$ cat src/verilog/lccr_consts.svh
// offsets, field positions, reset values and fixed codes of the link capability header
`ifndef LCCR_CONSTS_SVH
`define LCCR_CONSTS_SVH

// dword index of the header: byte 0x40 cap id, 0x41 next pointer, 0x43-0x42 command
`define LCCR_CAP_DW_IDX 6'h10
`define LCCR_OFF_CAP_ID 8'h40
`define LCCR_OFF_NEXT_PTR 8'h41
`define LCCR_OFF_CMD 8'h42

`define LCCR_CAP_ID_VAL 8'h08
`define LCCR_NEXT_PTR_NONE 8'h00
`define LCCR_NEXT_PTR_INTR 8'h78

// command register field positions
`define LCCR_CAP_TYPE_HI 15
`define LCCR_CAP_TYPE_LO 13
`define LCCR_DROP_BIT 12
`define LCCR_DIR_BIT 11
`define LCCR_MHOST_BIT 10
`define LCCR_UNIT_CNT_HI 9
`define LCCR_UNIT_CNT_LO 5
`define LCCR_UNIT_ID_HI 4
`define LCCR_UNIT_ID_LO 0

// fixed and reset values
`define LCCR_CAP_TYPE_VAL 3'h0
`define LCCR_UNIT_CNT_VAL 5'h01
`define LCCR_UNIT_ID_RST 5'h00
`define LCCR_DIR_RST 1'h0
`define LCCR_DROP_RST 1'h0
`define LCCR_MHOST_RST 1'h0

`endif

$ cat src/verilog/lccr_pkg.sv
// types shared by the link capability register block
package lccr_pkg;

    typedef enum logic [1:0] {
        LCCR_MODE_SINGLE = 2'b00,
        LCCR_MODE_DUAL = 2'b01,
        LCCR_MODE_GEN_SINGLE = 2'b10,
        LCCR_MODE_GEN_DUAL = 2'b11
    } lccr_mode_t;

    typedef enum logic [1:0] {
        LCCR_GATE_IDLE = 2'b00,
        LCCR_GATE_STALL = 2'b01,
        LCCR_GATE_DONE = 2'b10
    } lccr_gate_t;

endpackage : lccr_pkg

$ cat src/verilog/lccr_ctl_if.sv
// controls and link status passed from the register block to the forwarding gate
`timescale 1ns/1ps

interface lccr_ctl_if #(
    parameter int NUM_LINKS = 2
);
    logic generic_mode;
    logic drop_uninit;
    logic [NUM_LINKS-1:0] init_done;
    logic [NUM_LINKS-1:0] end_of_chain;
    logic [NUM_LINKS-1:0] pkt_valid;
    logic [NUM_LINKS-1:0] fwd_go;
    logic [NUM_LINKS-1:0] fwd_drop;
    logic [NUM_LINKS-1:0] fwd_stall;

    modport ctl (
        output generic_mode,
        output drop_uninit,
        output init_done,
        output end_of_chain,
        output pkt_valid,
        input fwd_go,
        input fwd_drop,
        input fwd_stall
    );

    modport gate (
        input generic_mode,
        input drop_uninit,
        input init_done,
        input end_of_chain,
        input pkt_valid,
        output fwd_go,
        output fwd_drop,
        output fwd_stall
    );
endinterface : lccr_ctl_if

$ cat src/verilog/lccr_link_cap_regs.sv
// link capability header: link_capability_identifier, next pointer and link command register
`timescale 1ns/1ps
`include "lccr_consts.svh"

// How it works
// - link_capability_identifier byte is read-only and always returns 08h.
// - single and dual modes: next pointer reads 00h, no more capabilities.
// - generic single and dual modes: next pointer reads 78h, interrupt block.
// - command bits 15:13 read-only, always primary block type 000b.
// - generic modes, drop bit set, link uninitialised: packets treated as end-of-chain.
// - drop bit clear, neither flag set: stall forwarding until one flag sets.
// - direction 0 sends requests toward master host link, 1 the other way.
// - direction bit writable, cleared by warm reset.
// - single modes: any command write loads master host with the carrying link.
// - dual modes: master host reads 0 via nearer link, 1 via farther.
// - unit count field read-only, always reports one unit id.
// - base unit id writable, sets first unit id, cleared by warm reset.
// - generic modes: secondary address parity error with serr enable floods sync.
module lccr_link_cap_regs #(
    parameter int NUM_LINKS = 2
) (
    input wire logic clk,
    input wire logic rst_n,
    input wire logic warm_rst_n,
    input wire logic [1:0] mode_strap,
    input wire logic cfg_wr,
    input wire logic cfg_rd,
    input wire logic [7:0] cfg_addr,
    input wire logic [3:0] cfg_be,
    input wire logic [31:0] cfg_wdata,
    input wire logic cfg_link,
    output logic [31:0] cfg_rdata,
    output logic cfg_rvalid,
    output logic cfg_rhit,
    input wire logic [NUM_LINKS-1:0] link_init_done,
    input wire logic [NUM_LINKS-1:0] link_eoc,
    input wire logic [NUM_LINKS-1:0] pkt_valid,
    output logic [NUM_LINKS-1:0] fwd_go,
    output logic [NUM_LINKS-1:0] fwd_drop,
    output logic [NUM_LINKS-1:0] fwd_stall,
    input wire logic sec_addr_perr,
    input wire logic serr_en,
    output logic req_link_sel,
    output logic [4:0] base_unit_id,
    output logic sync_flood
);

    // routing and the master host bit assume a nearer and a farther link only
    if (NUM_LINKS != 2) begin : g_bad_links
        $error("lccr_link_cap_regs serves exactly two links");
    end

    // merge one written byte lane into the bits that software may change
    function automatic logic [7:0] lccr_merge(
        input logic [7:0] old_val,
        input logic [7:0] new_val,
        input logic [7:0] wr_mask,
        input logic lane_en
    );
        logic [7:0] res;
        res = old_val;
        if (lane_en) begin
            res = (old_val & ~wr_mask) | (new_val & wr_mask);
        end
        return res;
    endfunction : lccr_merge

    // mode decodes shared by the read view, the gate controls and routing
    function automatic logic lccr_mode_generic(
        input lccr_pkg::lccr_mode_t mode
    );
        return (mode == lccr_pkg::LCCR_MODE_GEN_SINGLE) ||
               (mode == lccr_pkg::LCCR_MODE_GEN_DUAL);
    endfunction : lccr_mode_generic

    function automatic logic lccr_mode_dual(
        input lccr_pkg::lccr_mode_t mode
    );
        return (mode == lccr_pkg::LCCR_MODE_DUAL) ||
               (mode == lccr_pkg::LCCR_MODE_GEN_DUAL);
    endfunction : lccr_mode_dual

    // link for device requests: direction 0 points at the master host
    function automatic logic lccr_route(
        input logic dir,
        input logic mhost
    );
        return dir ? ~mhost : mhost;
    endfunction : lccr_route

    // assemble the header dword as the host sees it
    function automatic logic [31:0] lccr_hdr_word(
        input logic [15:0] cmd,
        input logic [7:0] ptr
    );
        return {cmd, ptr, `LCCR_CAP_ID_VAL};
    endfunction : lccr_hdr_word

    lccr_pkg::lccr_mode_t mode_reg;
    logic mode_held_reg;
    logic drop_reg;
    logic dir_reg;
    logic mhost_reg;
    logic [4:0] unit_id_reg;
    logic flood_reg;
    logic [31:0] rdata_reg;
    logic rvalid_reg;
    logic rhit_reg;
    logic route_reg;
    logic [1:0] strap_s1_reg;
    logic [1:0] strap_s2_reg;
    logic [1:0] settle_reg;

    logic is_generic;
    logic is_dual;
    logic hdr_hit;
    logic cmd_wr;
    logic [7:0] cmd_lo_next;
    logic [7:0] cmd_hi_next;
    logic [15:0] cmd_view;
    logic [7:0] next_ptr;

    lccr_ctl_if #(.NUM_LINKS(NUM_LINKS)) ctl_bus ();

    assign is_generic = lccr_mode_generic(mode_reg);
    assign is_dual = lccr_mode_dual(mode_reg);
    assign hdr_hit = (cfg_addr[7:2] == `LCCR_CAP_DW_IDX);
    assign cmd_wr = cfg_wr && hdr_hit && (cfg_be[2] || cfg_be[3]);

    // the strap pin is asynchronous to clk: two flops before anything reads it
    always_ff @(posedge clk or negedge rst_n) begin
        if (!rst_n) begin
            strap_s1_reg <= 2'h0;
            strap_s2_reg <= 2'h0;
        end else begin
            strap_s1_reg <= mode_strap;
            strap_s2_reg <= strap_s1_reg;
        end
    end

    // capture waits for real strap values, not the synchroniser's reset zeros
    always_ff @(posedge clk or negedge rst_n) begin
        if (!rst_n) begin
            settle_reg <= 2'h0;
        end else begin
            settle_reg <= {settle_reg[0], 1'b1};
        end
    end

    // the mode strap is caught once after reset release, then held
    always_ff @(posedge clk or negedge rst_n) begin
        if (!rst_n) begin
            mode_reg <= lccr_pkg::LCCR_MODE_SINGLE;
            mode_held_reg <= 1'b0;
        end else if (!mode_held_reg && settle_reg[1]) begin
            mode_reg <= lccr_pkg::lccr_mode_t'(strap_s2_reg);
            mode_held_reg <= 1'b1;
        end
    end

    // writable bits only; fixed fields have no storage at all
    always_comb begin
        cmd_lo_next = lccr_merge({3'h0, unit_id_reg}, cfg_wdata[23:16], 8'h1f,
                                 cfg_be[2]);
        cmd_hi_next = lccr_merge({3'h0, drop_reg, dir_reg, 3'h0}, cfg_wdata[31:24],
                                 {3'h0, is_generic, 1'b1, 3'h0},
                                 cfg_be[3]);
    end

    // drop control: only generic modes may change it; warm reset clears it
    always_ff @(posedge clk or negedge rst_n) begin
        if (!rst_n) begin
            drop_reg <= `LCCR_DROP_RST;
        end else if (!warm_rst_n) begin
            drop_reg <= `LCCR_DROP_RST;
        end else if (cmd_wr) begin
            drop_reg <= cmd_hi_next[`LCCR_DROP_BIT - 8];
        end
    end

    // default direction does not survive a warm reset
    always_ff @(posedge clk or negedge rst_n) begin
        if (!rst_n) begin
            dir_reg <= `LCCR_DIR_RST;
        end else if (!warm_rst_n) begin
            dir_reg <= `LCCR_DIR_RST;
        end else if (cmd_wr) begin
            dir_reg <= cmd_hi_next[`LCCR_DIR_BIT - 8];
        end
    end

    // base unit id: host writable, cleared by warm reset
    always_ff @(posedge clk or negedge rst_n) begin
        if (!rst_n) begin
            unit_id_reg <= `LCCR_UNIT_ID_RST;
        end else if (!warm_rst_n) begin
            unit_id_reg <= `LCCR_UNIT_ID_RST;
        end else if (cmd_wr) begin
            unit_id_reg <= cmd_lo_next[4:0];
        end
    end

    // in single modes, master host follows the link that carried any write to the command register
    always_ff @(posedge clk or negedge rst_n) begin
        if (!rst_n) begin
            mhost_reg <= `LCCR_MHOST_RST;
        end else if (cmd_wr && warm_rst_n && !is_dual) begin
            mhost_reg <= cfg_link;
        end
    end

    // dual modes keep one copy per link; the copy read is the one behind the carrying link
    always_comb begin
        cmd_view = '0;
        cmd_view[`LCCR_CAP_TYPE_HI:`LCCR_CAP_TYPE_LO] = `LCCR_CAP_TYPE_VAL;
        cmd_view[`LCCR_DROP_BIT] = is_generic & drop_reg;
        cmd_view[`LCCR_DIR_BIT] = dir_reg;
        cmd_view[`LCCR_MHOST_BIT] = is_dual ? cfg_link : mhost_reg;
        cmd_view[`LCCR_UNIT_CNT_HI:`LCCR_UNIT_CNT_LO] = `LCCR_UNIT_CNT_VAL;
        cmd_view[`LCCR_UNIT_ID_HI:`LCCR_UNIT_ID_LO] = unit_id_reg;
    end

    // the pointer tells software whether the interrupt block follows
    always_comb begin
        next_ptr = is_generic ? `LCCR_NEXT_PTR_INTR : `LCCR_NEXT_PTR_NONE;
    end

    // read answer one cycle after the request
    always_ff @(posedge clk or negedge rst_n) begin
        if (!rst_n) begin
            rvalid_reg <= 1'b0;
        end else begin
            rvalid_reg <= cfg_rd;
        end
    end

    // hit marks reads of the header dword; other dwords read zero with no hit
    always_ff @(posedge clk or negedge rst_n) begin
        if (!rst_n) begin
            rhit_reg <= 1'b0;
        end else begin
            rhit_reg <= cfg_rd && hdr_hit;
        end
    end

    // data holds until the next read so a slow host can still pick it up
    always_ff @(posedge clk or negedge rst_n) begin
        if (!rst_n) begin
            rdata_reg <= '0;
        end else if (cfg_rd && hdr_hit) begin
            rdata_reg <= lccr_hdr_word(cmd_view, next_ptr);
        end else if (cfg_rd) begin
            rdata_reg <= '0;
        end
    end

    // device requests: direction 0 goes toward master host; dual routes via copy of link 0
    always_ff @(posedge clk or negedge rst_n) begin
        if (!rst_n) begin
            route_reg <= 1'b0;
        end else if (is_dual) begin
            route_reg <= lccr_route(dir_reg, 1'b0);
        end else begin
            route_reg <= lccr_route(dir_reg, mhost_reg);
        end
    end

    // sync flood is terminal: only a reset ends it, since the links are no longer trusted
    always_ff @(posedge clk or negedge rst_n) begin
        if (!rst_n) begin
            flood_reg <= 1'b0;
        end else if (!warm_rst_n) begin
            flood_reg <= 1'b0;
        end else if (is_generic && sec_addr_perr && serr_en) begin
            flood_reg <= 1'b1;
        end
    end

    assign ctl_bus.generic_mode = is_generic;
    assign ctl_bus.drop_uninit = drop_reg;
    assign ctl_bus.init_done = link_init_done;
    assign ctl_bus.end_of_chain = link_eoc;
    assign ctl_bus.pkt_valid = pkt_valid;

    lccr_fwd_gate #(
        .NUM_LINKS(NUM_LINKS)
    ) u_gate (
        .clk(clk),
        .rst_n(rst_n),
        .warm_rst_n(warm_rst_n),
        .ctl(ctl_bus.gate)
    );

    // every output is a flop here or in the gate, so none glitches
    assign fwd_go = ctl_bus.fwd_go;
    assign fwd_drop = ctl_bus.fwd_drop;
    assign fwd_stall = ctl_bus.fwd_stall;
    assign cfg_rdata = rdata_reg;
    assign cfg_rvalid = rvalid_reg;
    assign cfg_rhit = rhit_reg;
    assign req_link_sel = route_reg;
    assign base_unit_id = unit_id_reg;
    assign sync_flood = flood_reg;

endmodule : lccr_link_cap_regs

$ cat src/verilog/lccr_fwd_gate.sv
// per-link forwarding decision for packets arriving on a receiving link
`timescale 1ns/1ps

module lccr_fwd_gate #(
    parameter int NUM_LINKS = 2
) (
    input wire logic clk,
    input wire logic rst_n,
    input wire logic warm_rst_n,
    lccr_ctl_if.gate ctl
);
    lccr_pkg::lccr_gate_t state_reg [NUM_LINKS];

    // a waiting packet is held, not lost: the verdict is taken once a flag rises
    always_ff @(posedge clk or negedge rst_n) begin
        if (!rst_n) begin
            for (int i = 0; i < NUM_LINKS; i++) begin
                state_reg[i] <= lccr_pkg::LCCR_GATE_IDLE;
            end
            ctl.fwd_go <= '0;
            ctl.fwd_drop <= '0;
            ctl.fwd_stall <= '0;
        end else if (!warm_rst_n) begin
            for (int i = 0; i < NUM_LINKS; i++) begin
                state_reg[i] <= lccr_pkg::LCCR_GATE_IDLE;
            end
            ctl.fwd_go <= '0;
            ctl.fwd_drop <= '0;
            ctl.fwd_stall <= '0;
        end else begin
            for (int i = 0; i < NUM_LINKS; i++) begin
                ctl.fwd_go[i] <= 1'b0;
                ctl.fwd_drop[i] <= 1'b0;
                ctl.fwd_stall[i] <= 1'b0;
                case (state_reg[i])
                    lccr_pkg::LCCR_GATE_IDLE,
                    lccr_pkg::LCCR_GATE_STALL: begin
                        if (!ctl.pkt_valid[i]) begin
                            state_reg[i] <= lccr_pkg::LCCR_GATE_IDLE;
                        end else if (ctl.end_of_chain[i]) begin
                            ctl.fwd_drop[i] <= 1'b1;
                            state_reg[i] <= lccr_pkg::LCCR_GATE_DONE;
                        end else if (ctl.init_done[i]) begin
                            ctl.fwd_go[i] <= 1'b1;
                            state_reg[i] <= lccr_pkg::LCCR_GATE_DONE;
                        end else if (ctl.generic_mode && ctl.drop_uninit) begin
                            ctl.fwd_drop[i] <= 1'b1;
                            state_reg[i] <= lccr_pkg::LCCR_GATE_DONE;
                        end else begin
                            ctl.fwd_stall[i] <= 1'b1;
                            state_reg[i] <= lccr_pkg::LCCR_GATE_STALL;
                        end
                    end
                    lccr_pkg::LCCR_GATE_DONE: begin
                        // the source drops pkt_valid for one cycle after a verdict
                        state_reg[i] <= lccr_pkg::LCCR_GATE_IDLE;
                    end
                    default: begin
                        state_reg[i] <= lccr_pkg::LCCR_GATE_IDLE;
                    end
                endcase
            end
        end
    end

endmodule : lccr_fwd_gate

$ cat config.mk
export PLATFORM = sky130hd
export DESIGN_NAME = lccr_link_cap_regs
export DESIGN_NICKNAME = d
export VERILOG_FILES = /design/src/verilog/lccr_pkg.sv /design/src/verilog/lccr_ctl_if.sv /design/src/verilog/lccr_link_cap_regs.sv /design/src/verilog/lccr_fwd_gate.sv
export VERILOG_INCLUDE_DIRS = /design/src /design/src/verilog
export SDC_FILE = /design/constraint.sdc
export NUM_CORES = 1
export LEC_CHECK = 0
export BUFFER_PORTS_ARGS = -buffer_cell sky130_fd_sc_hd__buf_2
export CORE_UTILIZATION = 42
export DETAILED_ROUTE_END_ITERATION = 10
export PLACE_DENSITY = 0.86
export SYNTH_ARGS = -nofsm -noshare
export SYNTH_HDL_FRONTEND = slang
export SYNTH_HIERARCHICAL = 1
export SYNTH_SLANG_ARGS = --single-unit
$ cat constraint.sdc
create_clock -name clk -period 1.2 [get_ports clk]
set_input_delay 0.24 -clock clk [delete_from_list [all_inputs] [get_ports clk]]
set_output_delay 0.24 -clock clk [all_outputs]
set_load 0.02 [all_outputs]
[After elaboration in Yosys (flattened, before gate mapping)]
Cells that the tools add are included.
Word-level totals
  flip-flop bits (word level): 63
  bits of input ports: 60
  output and inout port bits: 47
  logic and storage cells: 112
Cells by class
  equality and inequality tests: 10
  multiplexer cells: 56
  bitwise operators: 6
  reduce and logical (&&, ||, !) cells: 21
Operators by type and width (count)
  32-bit two-way mux: 2
  1-bit two-way mux: 36
  2-bit two-way mux: 12
  5-bit two-way mux: 4
  5-bit AND: 2
  1-bit logical AND: 9
  2-bit by 1-bit inequality test with 1-bit output (second input constant): 4
  7-bit two-way mux: 1
  2-bit by 1-bit == test with 1-bit output (second input constant): 3
  6-bit by 5-bit == test with 1-bit output (second input constant): 1
  5-bit inverter: 1
  5-bit bitwise OR: 1
  2-bit == test (second input constant): 2
  2-bit logical NOT: 2
  4-bit two-way mux: 1
  2-bit AND reduction: 2
  2-bit OR reduction: 2
  1-bit logical OR: 3
  1-bit logical NOT: 2
  2-bit nonzero test: 1
  1-bit AND: 1
  1-bit inverter: 1

[Depth between registers and ports, before layout]
Gate-level depths: netlist of the first run.
  depth in word-level cells: 9
  depth in mapped cells: 5
  gate-level depth less buffers: 4

[By module]
The synthesis of the first run kept the hierarchy.
By module, submodules not included
  lccr_link_cap_regs: instances 1, cells an instance 126, area an instance 1403.8 µm², seq. area each 775.7 µm²
  lccr_fwd_gate: instances 1, cells an instance 26, area an instance 317.8 µm², seq. area each 200.2 µm²

[Worst setup path after synthesis of the first run]
Ideal clock, no wire load.
  path kind: input -> register
  start point: input port cfg_addr[3]
  end point: register mhost_reg
  library setup time: 125 ps
  arrival time: 1136 ps
  data required time: 1075 ps
  setup slack: -61 ps
  stages: 4
  buffers on the path: 0
  path through: nor4_4 and2_4 o2111ai_2 mux2_4
Between the ends
  word-level cells in the longest chain between the ends: 5
RTL lines
  from (decl): line lccr_link_cap_regs.sv:28  | input wire logic [7:0] cfg_addr,
  6-bit by 5-bit == test with 1-bit output (no line)
  1-bit logical AND (2 in series): line lccr_link_cap_regs.sv:128  | assign cmd_wr = cfg_wr && hdr_hit && (cfg_be[2] || cfg_be[3]);
  1-bit logical AND (2 in series): line lccr_link_cap_regs.sv:207  | end else if (cmd_wr && warm_rst_n && !is_dual) begin
  to (signal assigned): line lccr_link_cap_regs.sv:206  | mhost_reg <= `LCCR_MHOST_RST;
  to (signal assigned): line lccr_link_cap_regs.sv:208  | mhost_reg <= cfg_link;
  to (decl): line lccr_link_cap_regs.sv:103  | logic mhost_reg;
No other way between the ends.
A chain may end at the register's enable or synchronous reset.

[Final worst setup path of the first run]
  start point: input port cfg_addr[4]
  end point: register mhost_reg
Same word-level chain as after synthesis.

==> flow_summary.yaml, run 1 <==
finish:
  final_common_cell: "buf_2"
  diodes: 0
  nets: 275
  final_cell_mix: "59 x buf_2, 39 x dfrtp_1, 19 x conb_1, 11 x inv_1"
  largest_reg_flops: 10
  n_fill_cell: 339
  final_cells: 264
  area_delta_synth_final_pct: 24.3
  drive_gt1_share_pct: 39.8
sta:
  setup_viol: 0
  setup_tns_ps: 0
  finalHoldViolations: 0
  fmax_ghz: 0.891
  skew_ps: 8.74
  period_needed_ps: 1120
  slew_viol_final: 0
  finalCritPeriodShare_pct: 93.5
  rsz0062_at_grt: "no"
  setup_ws_ps: 77.7
synthesis:
  yosysSeqAreaShare_pct: 56.7
  synth_cell_types: 29
  synth_compound_area_share_pct: 5.31
  ys_warn_count: 6
  syn_area_sq_um: 1720
  ys_seq_elements: 39
  syn_inst: 152
  yosys.area_share.simple_pct: 16.1
  synth_adder_area_share_pct: 0
  synth.area.mux_share_pct: 6.90
  synth_xor_area_share_pct: 0.509
  syn_avg_cell_area_sq_um: 11.3
  synth_top_family_by_area: "simple AND/OR/NAND/NOR gates"
clock_tree:
  clockBufferDepth: 2
  path_clk_slew_ps: 70
  cts_tree: "yes"
  clk_latency_ps: 290
  ctsResizeCount: 0
  cts_max_level: 2
  cts_setup_buffers: 0
  cts-buffers-inserted: 5
  clock_sinks: 39
  cts_hold_buffers: 1
  clock-root-buffer: "clkbuf_8"
floorplanning:
  io_pins: 107
  num_rows: 22
  die_h_um: 66.0
  die_w_um: 66.0
  fp.dieArea_sq_um: 4360
  initial_core_util_pct: 45.3
  coreArea_sq_um: 3800
power:
  p_leak_nw: 1.18
  peakVddDrop_mv: 0.691
  cellPowerDensity_nw_per_um2: 1280
  total_power_mw: 2.74
global_routing:
  grt_pass1_vias: 1111
  grt-ovfl-total: 0
  grt_pass1_wl_um: 4710
  grt_usage_pct: 14.8
  antenna_found_initial: 0
  grt_max_degree: 40
placement:
  placedCellCount: 255
  port_buffers: 59
  gp_congestion: 0.743
  dp.final_hpwl_um: 2330
  dp_worst_setup_slack_ps: -228
worst_setup_path:
  cp_max_fo: 3
  worst_setup_path_end_kind: "flip-flop"
  path_class: "input port to flip-flop"
  setup.worst_path.start_class: "input port"
  cp.arrival_ps: 1300
  required_ps: 1370
run_status:
  status: "finished, final reports clean"
run:
  drv_cap: 0
detailed_routing:
  dr.pass1.iters: 4
  vias: 1220
  drt_iter0_drc: 55
  wl_per_cell_um: 11.5
  drt-vias-per-instance: 4.62
  totalWireLength_um: 3030
  ant_nets: 0
  drcViolationCount: 0
hold_path:
  hold_path_class: "input port to flip-flop"
==> report_power, final <==
part	switching, mW	total (mW)	internal, mW
logic	0.167	0.269	0.102
registers	0.0201	1.37	1.35
clock network	0.431	1.10	0.672
==> stage by stage <==
stage	utilization, %	hold WS [ps]	area, sq um
5_1_grt	56.4	48.2	2140
3_5_place_dp	53.0	222	2010
4_1_cts	56.4	50.4	2140
2_1_floorplan	-	-55.6	1790
3_3_place_gp	53.0	220	2010
6_report	56.4	62.1	2140
==> worst max-delay path, stage by stage <==
cell       delay [ps]
buf_2             120
nor4_4            310
and2_4            210
o2111ai_2         100
mux2_4            320
==> worst paths after layout <==
| check | start | endpoint | slack (ps) | depth (start not counted) |
|---|---|---|---|---|
| worst max-delay path | cfg_addr[4] | mhost_reg | 80 | 5 |
| worst min-delay path | mode_strap[0] | strap_s1_reg[0] | 60 | 1 |
| worst max register to register | mode_reg[0] | mhost_reg | 110 | 3 |
| worst min register to register | settle_reg[0] | settle_reg[1] | 340 | 0 |
| max in group asynchronous | rst_n | settle_reg[0] | 550 | 3 |
| min in group asynchronous | rst_n | u_gate/state_reg[0] | 460 | 3 |
==> kinds of logic after synthesis <==
logic type,after synthesis
and+or+nand+nor,44
buffers and inverters,40
DFF,39
AOI/OAI and AO/OA,15
muxes,11
other,2
xor gates and xnor gates,1
==> Yosys cell counts <==
cell,count,area [sq um]
dfrtp_1,39,976
buf_4,24,180
inv_1,11,41.3
nand3_1,9,45.0
nor2b_1,9,56.3
o21ai_0,9,45.0
mux2i_1,7,70.1
nand2_1,6,22.5
clkbuf_1,4,15.0
nand3b_1,4,30.0
nor2_1,4,15.0
mux2_2,3,33.8
a211oi_1,2,15.0
a21oi_1,2,10.0
and2b_2,2,17.5
conb_1,2,7.51
nand4_1,2,12.5
nor3b_1,2,15.0
a31oi_1,1,6.26
and2_4,1,8.76
and4_1,1,8.76
buf_2,1,5.00
mux2_4,1,15.0
nand2b_1,1,6.26
nand4_2,1,12.5
nor4_4,1,21.3
o2111ai_2,1,15.0
or2_2,1,6.26
xnor2_1,1,8.76
==> routing by layer <==
| metal | routed length [um] | part of all wire (%) | global-route usage [%] |
|---|---|---|---|
| met5 | 0 | 0 | 0 |
| met4 | 36 | 1.2 | 7.45 |
| met3 | 262 | 8.6 | 5.17 |
| met2 | 1500 | 49 | 25.8 |
| met1 | 1240 | 41 | 15.8 |
==> layout make-up <==
| cell class | instances | area (sq um) | share of cell area, % |
|---|---|---|---|
| clock inverters | 2 | 35.0 | 1.64 |
| well taps | 48 | 60.1 | 2.81 |
| multi-input cells | 90 | 568 | 26.5 |
| inverters | 11 | 41.3 | 1.93 |
| repair buffers | 68 | 378 | 17.7 |
| flip-flops and latches | 39 | 976 | 45.6 |
| clock buffers | 6 | 82.6 | 3.86 |
Note: power is estimated with default switching activity, not from simulation.
==> run 2: changes to the inputs <==
--- a/config.mk
+++ b/config.mk
@@ -6,10 +6,12 @@
 export SDC_FILE = /design/constraint.sdc
 export NUM_CORES = 1
 export LEC_CHECK = 0
+export ABC_AREA = 1
 export BUFFER_PORTS_ARGS = -buffer_cell sky130_fd_sc_hd__buf_2
-export CORE_UTILIZATION = 42
+export CORE_UTILIZATION = 45
+export CTS_BUF_LIST = sky130_fd_sc_hd__clkbuf_4
 export DETAILED_ROUTE_END_ITERATION = 10
-export PLACE_DENSITY = 0.86
+export PLACE_DENSITY = 0.9
 export SYNTH_ARGS = -nofsm -noshare
 export SYNTH_HDL_FRONTEND = slang
 export SYNTH_HIERARCHICAL = 1
==> run 2 against run 1 <==
Via count is 11% higher. Clock-buffer cell count unchanged. Worst setup slack worse by 65 ps. Highest routed layer unchanged. Non-clock buffer count is 2 lower. Final cell count increased by 17%. Power decreased by 11%. Synthesized area is 4.0% higher. Wire length rose by 3.8%. Worst hold slack lost 9.3 ps.
==> flow_summary.yaml, run 2 <==
worst_setup_path:
  cp.arrival_ps: 950
  max_stage_delay_ps: 460
  required_ps: 960
  cp_cell_sequence: "buf_6"
  setup.worst_path.start_class: "flip-flop"
  crit_family: "flip-flops"
  path_class: "flip-flop to primary output"
  cp.buffers_inverters: 1
  worst_setup_path_end_kind: "primary output"
  cp_max_fo: 5
  slowest_stage: "dfrtp_2"
power:
  peakVddDrop_mv: 0.718
  p_leak_nw: 1.26
  total_power_mw: 2.43
  cellPowerDensity_nw_per_um2: 1130
detailed_routing:
  totalWireLength_um: 3150
  wl_met3_um: 222
  wl_met1_um: 1320
  drt-vias-per-instance: 4.40
  dr.pass1.iters: 3
  drt_iter0_drc: 65
  drcViolationCount: 0
  vias: 1360
  wl_per_cell_um: 10.2
  route.met2.wl_um: 1540
  top_layer_used: "met4"
  ant_nets: 0
synthesis:
  syn_inst: 197
  syn_area_sq_um: 1790
  syn_avg_cell_area_sq_um: 9.09
  ys_seq_elements: 39
  synth_cell_types: 22
  synth_top_area_cell: "dfrtp_1"
  async_flop_share_pct: 100
  synth_edf_count: 0
  synth_commonest_cells: "47 x nand2_1, 39 x dfrtp_1, 24 x buf_4, 22 x nor2_1, 20 x inv_1"
  synth_top_area_share_pct: 54.5
  yosysSeqAreaShare_pct: 54.5
  synth.most_common_cell: "nand2_1"
  synthFlopType: "dfrtp_1"
  synth.area.top_cells: "dfrtp_1 55%, buf_4 10%, nand2_1 9.9%"
  ys_warn_count: 6
clock_tree:
  clk_latency_ps: 340
  clock-root-buffer: "clkbuf_4"
  clock_sinks: 39
  cts_max_level: 2
  path_clk_slew_ps: 110
  cts_tree: "yes"
  cts-buffers-inserted: 5
  clockBufferDepth: 2
sta:
  period_needed_ps: 1190
  finalHoldViolations: 0
  fmax_ghz: 0.842
  finalCritPeriodShare_pct: 99.0
  skew_ps: 2.90
  slew_viol_final: 0
  setup_viol: 0
  setup_ws_ps: 12.2
  rsz0062_at_grt: "yes"
placement:
  dp.final_hpwl_um: 2440
  port_buffers: 59
  gp_congestion: 0.754
  dp_worst_setup_slack_ps: 19.6
global_routing:
  grt_max_degree: 40
  antenna_found_initial: 0
  grt_usage_pct: 16.9
  grt_pass1_wl_um: 5280
  grt-ovfl-total: 0
  grt_pass1_vias: 1280
floorplanning:
  die_w_um: 65.1
  die_h_um: 65.1
  num_rows: 22
  initial_core_util_pct: 47.8
  io_pins: 107
  fp.dieArea_sq_um: 4230
  coreArea_sq_um: 3740
hold_path:
  hold_path_class: "input port to flip-flop"
finish:
  drive_gt1_share_pct: 33.7
  final_common_cell: "buf_2"
  area_delta_synth_final_pct: 20.8
  diodes: 0
  largest_reg_flops: 10
  final_cell_mix: "55 x buf_2, 47 x nand2_1, 38 x dfrtp_1, 22 x nor2_1, 20 x inv_1"
  nets: 320
run:
  drv_cap: 0
run_status:
  status: "finished, final reports clean"
## run 2: changes by cell type after synthesis, sizes merged, moves of 7 or more
| cell | change |
|---|---|
| nand2 | +41 |
| nor2 | +26 |
| inv | +14 |
| nor2b | -9 |
| mux2i | -7 |
## run 2: metal layers
layer | track usage [%] | vias to the layer above
met1 | 19.0 | 627
met5 | 0 | -
li1 | - | 678
met3 | 5.81 | 6
met2 | 28.8 | 49
met4 | 7.61 | 0
## run 2: cell families after synthesis
family          synth area share, %
flops                          54.5
xor+xnor                      0.489
mux                            1.26
other cells                   0.419
simple gates                   24.2
compound gates                 2.79
buf+inv                        16.4
## run 2: power by group
part | switching [mW] | internal [mW] | total [mW]
Sequential | 0.0456 | 1.38 | 1.43
Clock | 0.396 | 0.240 | 0.636
Combinational | 0.238 | 0.133 | 0.371
Total | 0.679 | 1.75 | 2.43
## run 2: path summary, 6_finish.rpt
path,slack [ps],endpoint,from,depth (start not counted)
worst max-delay path,10,cfg_rdata[14],cfg_rdata[14],1
worst max register to register,240,u_gate/state_reg[3],mode_reg[1],4
min in group asynchronous,380,cfg_rdata[20],rst_n,3
worst min register to register,360,strap_s2_reg[0],strap_s1_reg[0],0
worst min-delay path,50,cfg_rvalid,cfg_rd,1
max in group asynchronous,620,cfg_rdata[14],rst_n,3
## run 2: layout make-up
class	instances	area, sq um
Fill cell	357	1580
Inverter	25	93.8
Multi-Input combinational cell	123	586
Clock inverter	2	7.51
Timing Repair Buffer	66	393
Clock buffer	6	45.0
Tap cell	48	60.1
Sequential cell	39	977
## run 2: what timing repair did
item | CTS | global route
buffers inserted | 0 | 2
resized for setup | 0 | 9
hold endpoints to repair | 41 | 0
setup endpoints to repair | 0 | 6
hold buffers | 3 | 0
## run 2: stage by stage
stage | std cells | setup TNS (ps) | area [sq um] | util (%) | hold WS, ps
after floorplan | 214 | 0 | 1850 | - | -55.6
after global placement | 296 | 0 | 2040 | 54.4 | 220
after detailed placement | 296 | 0 | 2040 | 54.4 | 224
after CTS | 307 | 0 | 2120 | 56.7 | 33.6
after global routing | 309 | -126 | 2160 | 57.8 | 23.6
final | 309 | 0 | 2160 | 57.8 | 52.7
==> run 3: changes to the inputs <==
--- a/config.mk
+++ b/config.mk
@@ -7,11 +7,15 @@
 export NUM_CORES = 1
 export LEC_CHECK = 0
 export ABC_AREA = 1
+export ABC_CLOCK_PERIOD_IN_PS = 1200
 export BUFFER_PORTS_ARGS = -buffer_cell sky130_fd_sc_hd__buf_2
-export CORE_UTILIZATION = 45
+export CELL_PAD_IN_SITES_DETAIL_PLACEMENT = 1
+export CELL_PAD_IN_SITES_GLOBAL_PLACEMENT = 1
+export CORE_UTILIZATION = 31
 export CTS_BUF_LIST = sky130_fd_sc_hd__clkbuf_4
 export DETAILED_ROUTE_END_ITERATION = 10
-export PLACE_DENSITY = 0.9
+export PLACE_DENSITY = 0.88
+export SLEW_MARGIN = 20
 export SYNTH_ARGS = -nofsm -noshare
 export SYNTH_HDL_FRONTEND = slang
 export SYNTH_HIERARCHICAL = 1
==> run 3 against run 2 <==
First-iteration DRC count fell by 17%. Critical endpoint is now cfg_rdata[13]. Combinational power rose by 3%. Power rose by 0.98%. Largest power group unchanged.
==> flow_summary.yaml, run 3 (synthesized netlist as in run 2, its figures left out) <==
floorplanning:
  coreArea_sq_um: 5540
  initial_core_util_pct: 32.3
  io_pins: 107
  die_w_um: 78
  num_rows: 27
  fp.dieArea_sq_um: 6080
  die_h_um: 78
global_routing:
  grt_pass1_wl_um: 6270
  grt_max_degree: 40
  antenna_found_initial: 0
  grt_pass1_vias: 1402
  grt_usage_pct: 13.6
  grt-ovfl-total: 0
power:
  peakVddDrop_mv: 0.558
  total_power_mw: 2.46
  cellPowerDensity_nw_per_um2: 1090
  p_leak_nw: 1.29
placement:
  port_buffers: 59
  gp_congestion: 0.738
  dp_worst_setup_slack_ps: 47.3
  dp.final_hpwl_um: 2850
detailed_routing:
  drt_iter0_drc: 54
  drt-vias-per-instance: 4.20
  totalWireLength_um: 3760
  dr.pass1.iters: 3
  vias: 1421
  drcViolationCount: 0
  wl_per_cell_um: 11.1
  ant_nets: 0
worst_setup_path:
  worst_setup_path_end_kind: "primary output"
  required_ps: 960
  cp_max_fo: 5
  path_class: "flip-flop to primary output"
  max_stage_delay_ps: 430
  cp_cell_sequence: "buf_2"
  crit_family: "flip-flops"
  cp.buffers_inverters: 1
  slowest_stage: "dfrtp_1"
  setup.worst_path.start_class: "flip-flop"
  cp.arrival_ps: 940
sta:
  finalCritPeriodShare_pct: 98.6
  setup_ws_ps: 17.4
  setup_tns_ps: 0
  finalHoldViolations: 0
  period_needed_ps: 1180
  rsz0062_at_grt: "yes"
  skew_ps: 14.0
  whs_ps: 39.8
  fmax_ghz: 0.846
  slew_viol_final: 0
  setup_viol: 0
finish:
  nets: 325
  final_cell_mix: "52 x buf_2, 47 x nand2_1, 39 x dfrtp_1, 22 x nor2_1, 20 x inv_1"
  diodes: 0
  final_common_cell: "buf_2"
  area_delta_synth_final_pct: 26.2
  regArea_sq_um: 976
  n_fill_cell: 679
  drive_gt1_share_pct: 34.6
  largest_reg_flops: 10
  multiInputGateArea_sq_um: 586
run:
  drv_cap: 0
clock_tree:
  clock-root-buffer: "clkbuf_4"
  clockBufferDepth: 2
  path_clk_slew_ps: 110
  cts_max_level: 2
  cts-buffers-inserted: 5
  clk_latency_ps: 350
  clock_sinks: 39
  cts_tree: "yes"
hold_path:
  hold_path_class: "input port to flip-flop"
run_status:
  status: "finished, final reports clean"
==> run 3: path summary, 6_finish.rpt <==
kind | startpoint | to | slack, ps | cells past startpoint
worst max-delay path | cfg_rdata[14] | cfg_rdata[13] | 20 | 1
worst min-delay path | cfg_rd | cfg_rvalid | 40 | 1
worst max register to register | mode_reg[1] | u_gate/state_reg[3] | 210 | 4
worst min register to register | strap_s1_reg[1] | strap_s2_reg[1] | 360 | 0
max in group asynchronous | rst_n | u_gate/state_reg[1] | 610 | 3
min in group asynchronous | rst_n | cfg_rdata[19] | 390 | 3
==> run 3: timing repair <==
item | 4_1_cts | 5_1_grt
endpoints found under the hold margin | 41 | 0
endpoints found under the setup margin | 4 | 15
hold buffers | 3 | 0
setup buffers | 0 | 7
gates resized for setup | 0 | 14
==> run 3: final cells by class <==
class / count / share of cell area (%)
clock buffer: 5 / 1.66
clock inverter: 3 / 0.664
inverter: 25 / 4.15
tap: 72 / 3.99
sequential: 39 / 43.2
timing repair buffer: 71 / 20.4
multi-input combinational: 123 / 25.9
==> run 3: layer usage <==
metal	vias to the layer above	track usage, %	wire length (um)
met4	0	6.11	59
met2	51	24.2	1940
li1	689	-	-
met3	6	3.65	247
met5	-	0	0
met1	675	15.2	1520
==> run 3: power breakdown <==
part | total [mW] | internal [mW] | switching (mW) | leakage, nW
Sequential | 1.43 | 1.38 | 0.0514 | 0.509
Clock | 0.641 | 0.215 | 0.426 | 0.0263
Combinational | 0.383 | 0.142 | 0.241 | 0.760
Total | 2.46 | 1.74 | 0.719 | 1.29
==> run 3: per-stage QoR <==
stage | cells | instance area, sq um | util (%)
after floorplan | 214 | 1850 | -
after global placement | 320 | 2080 | 37.6
after detailed placement | 320 | 2080 | 37.6
after CTS | 331 | 2160 | 39.0
after global routing | 338 | 2260 | 40.8
final | 338 | 2260 | 40.8
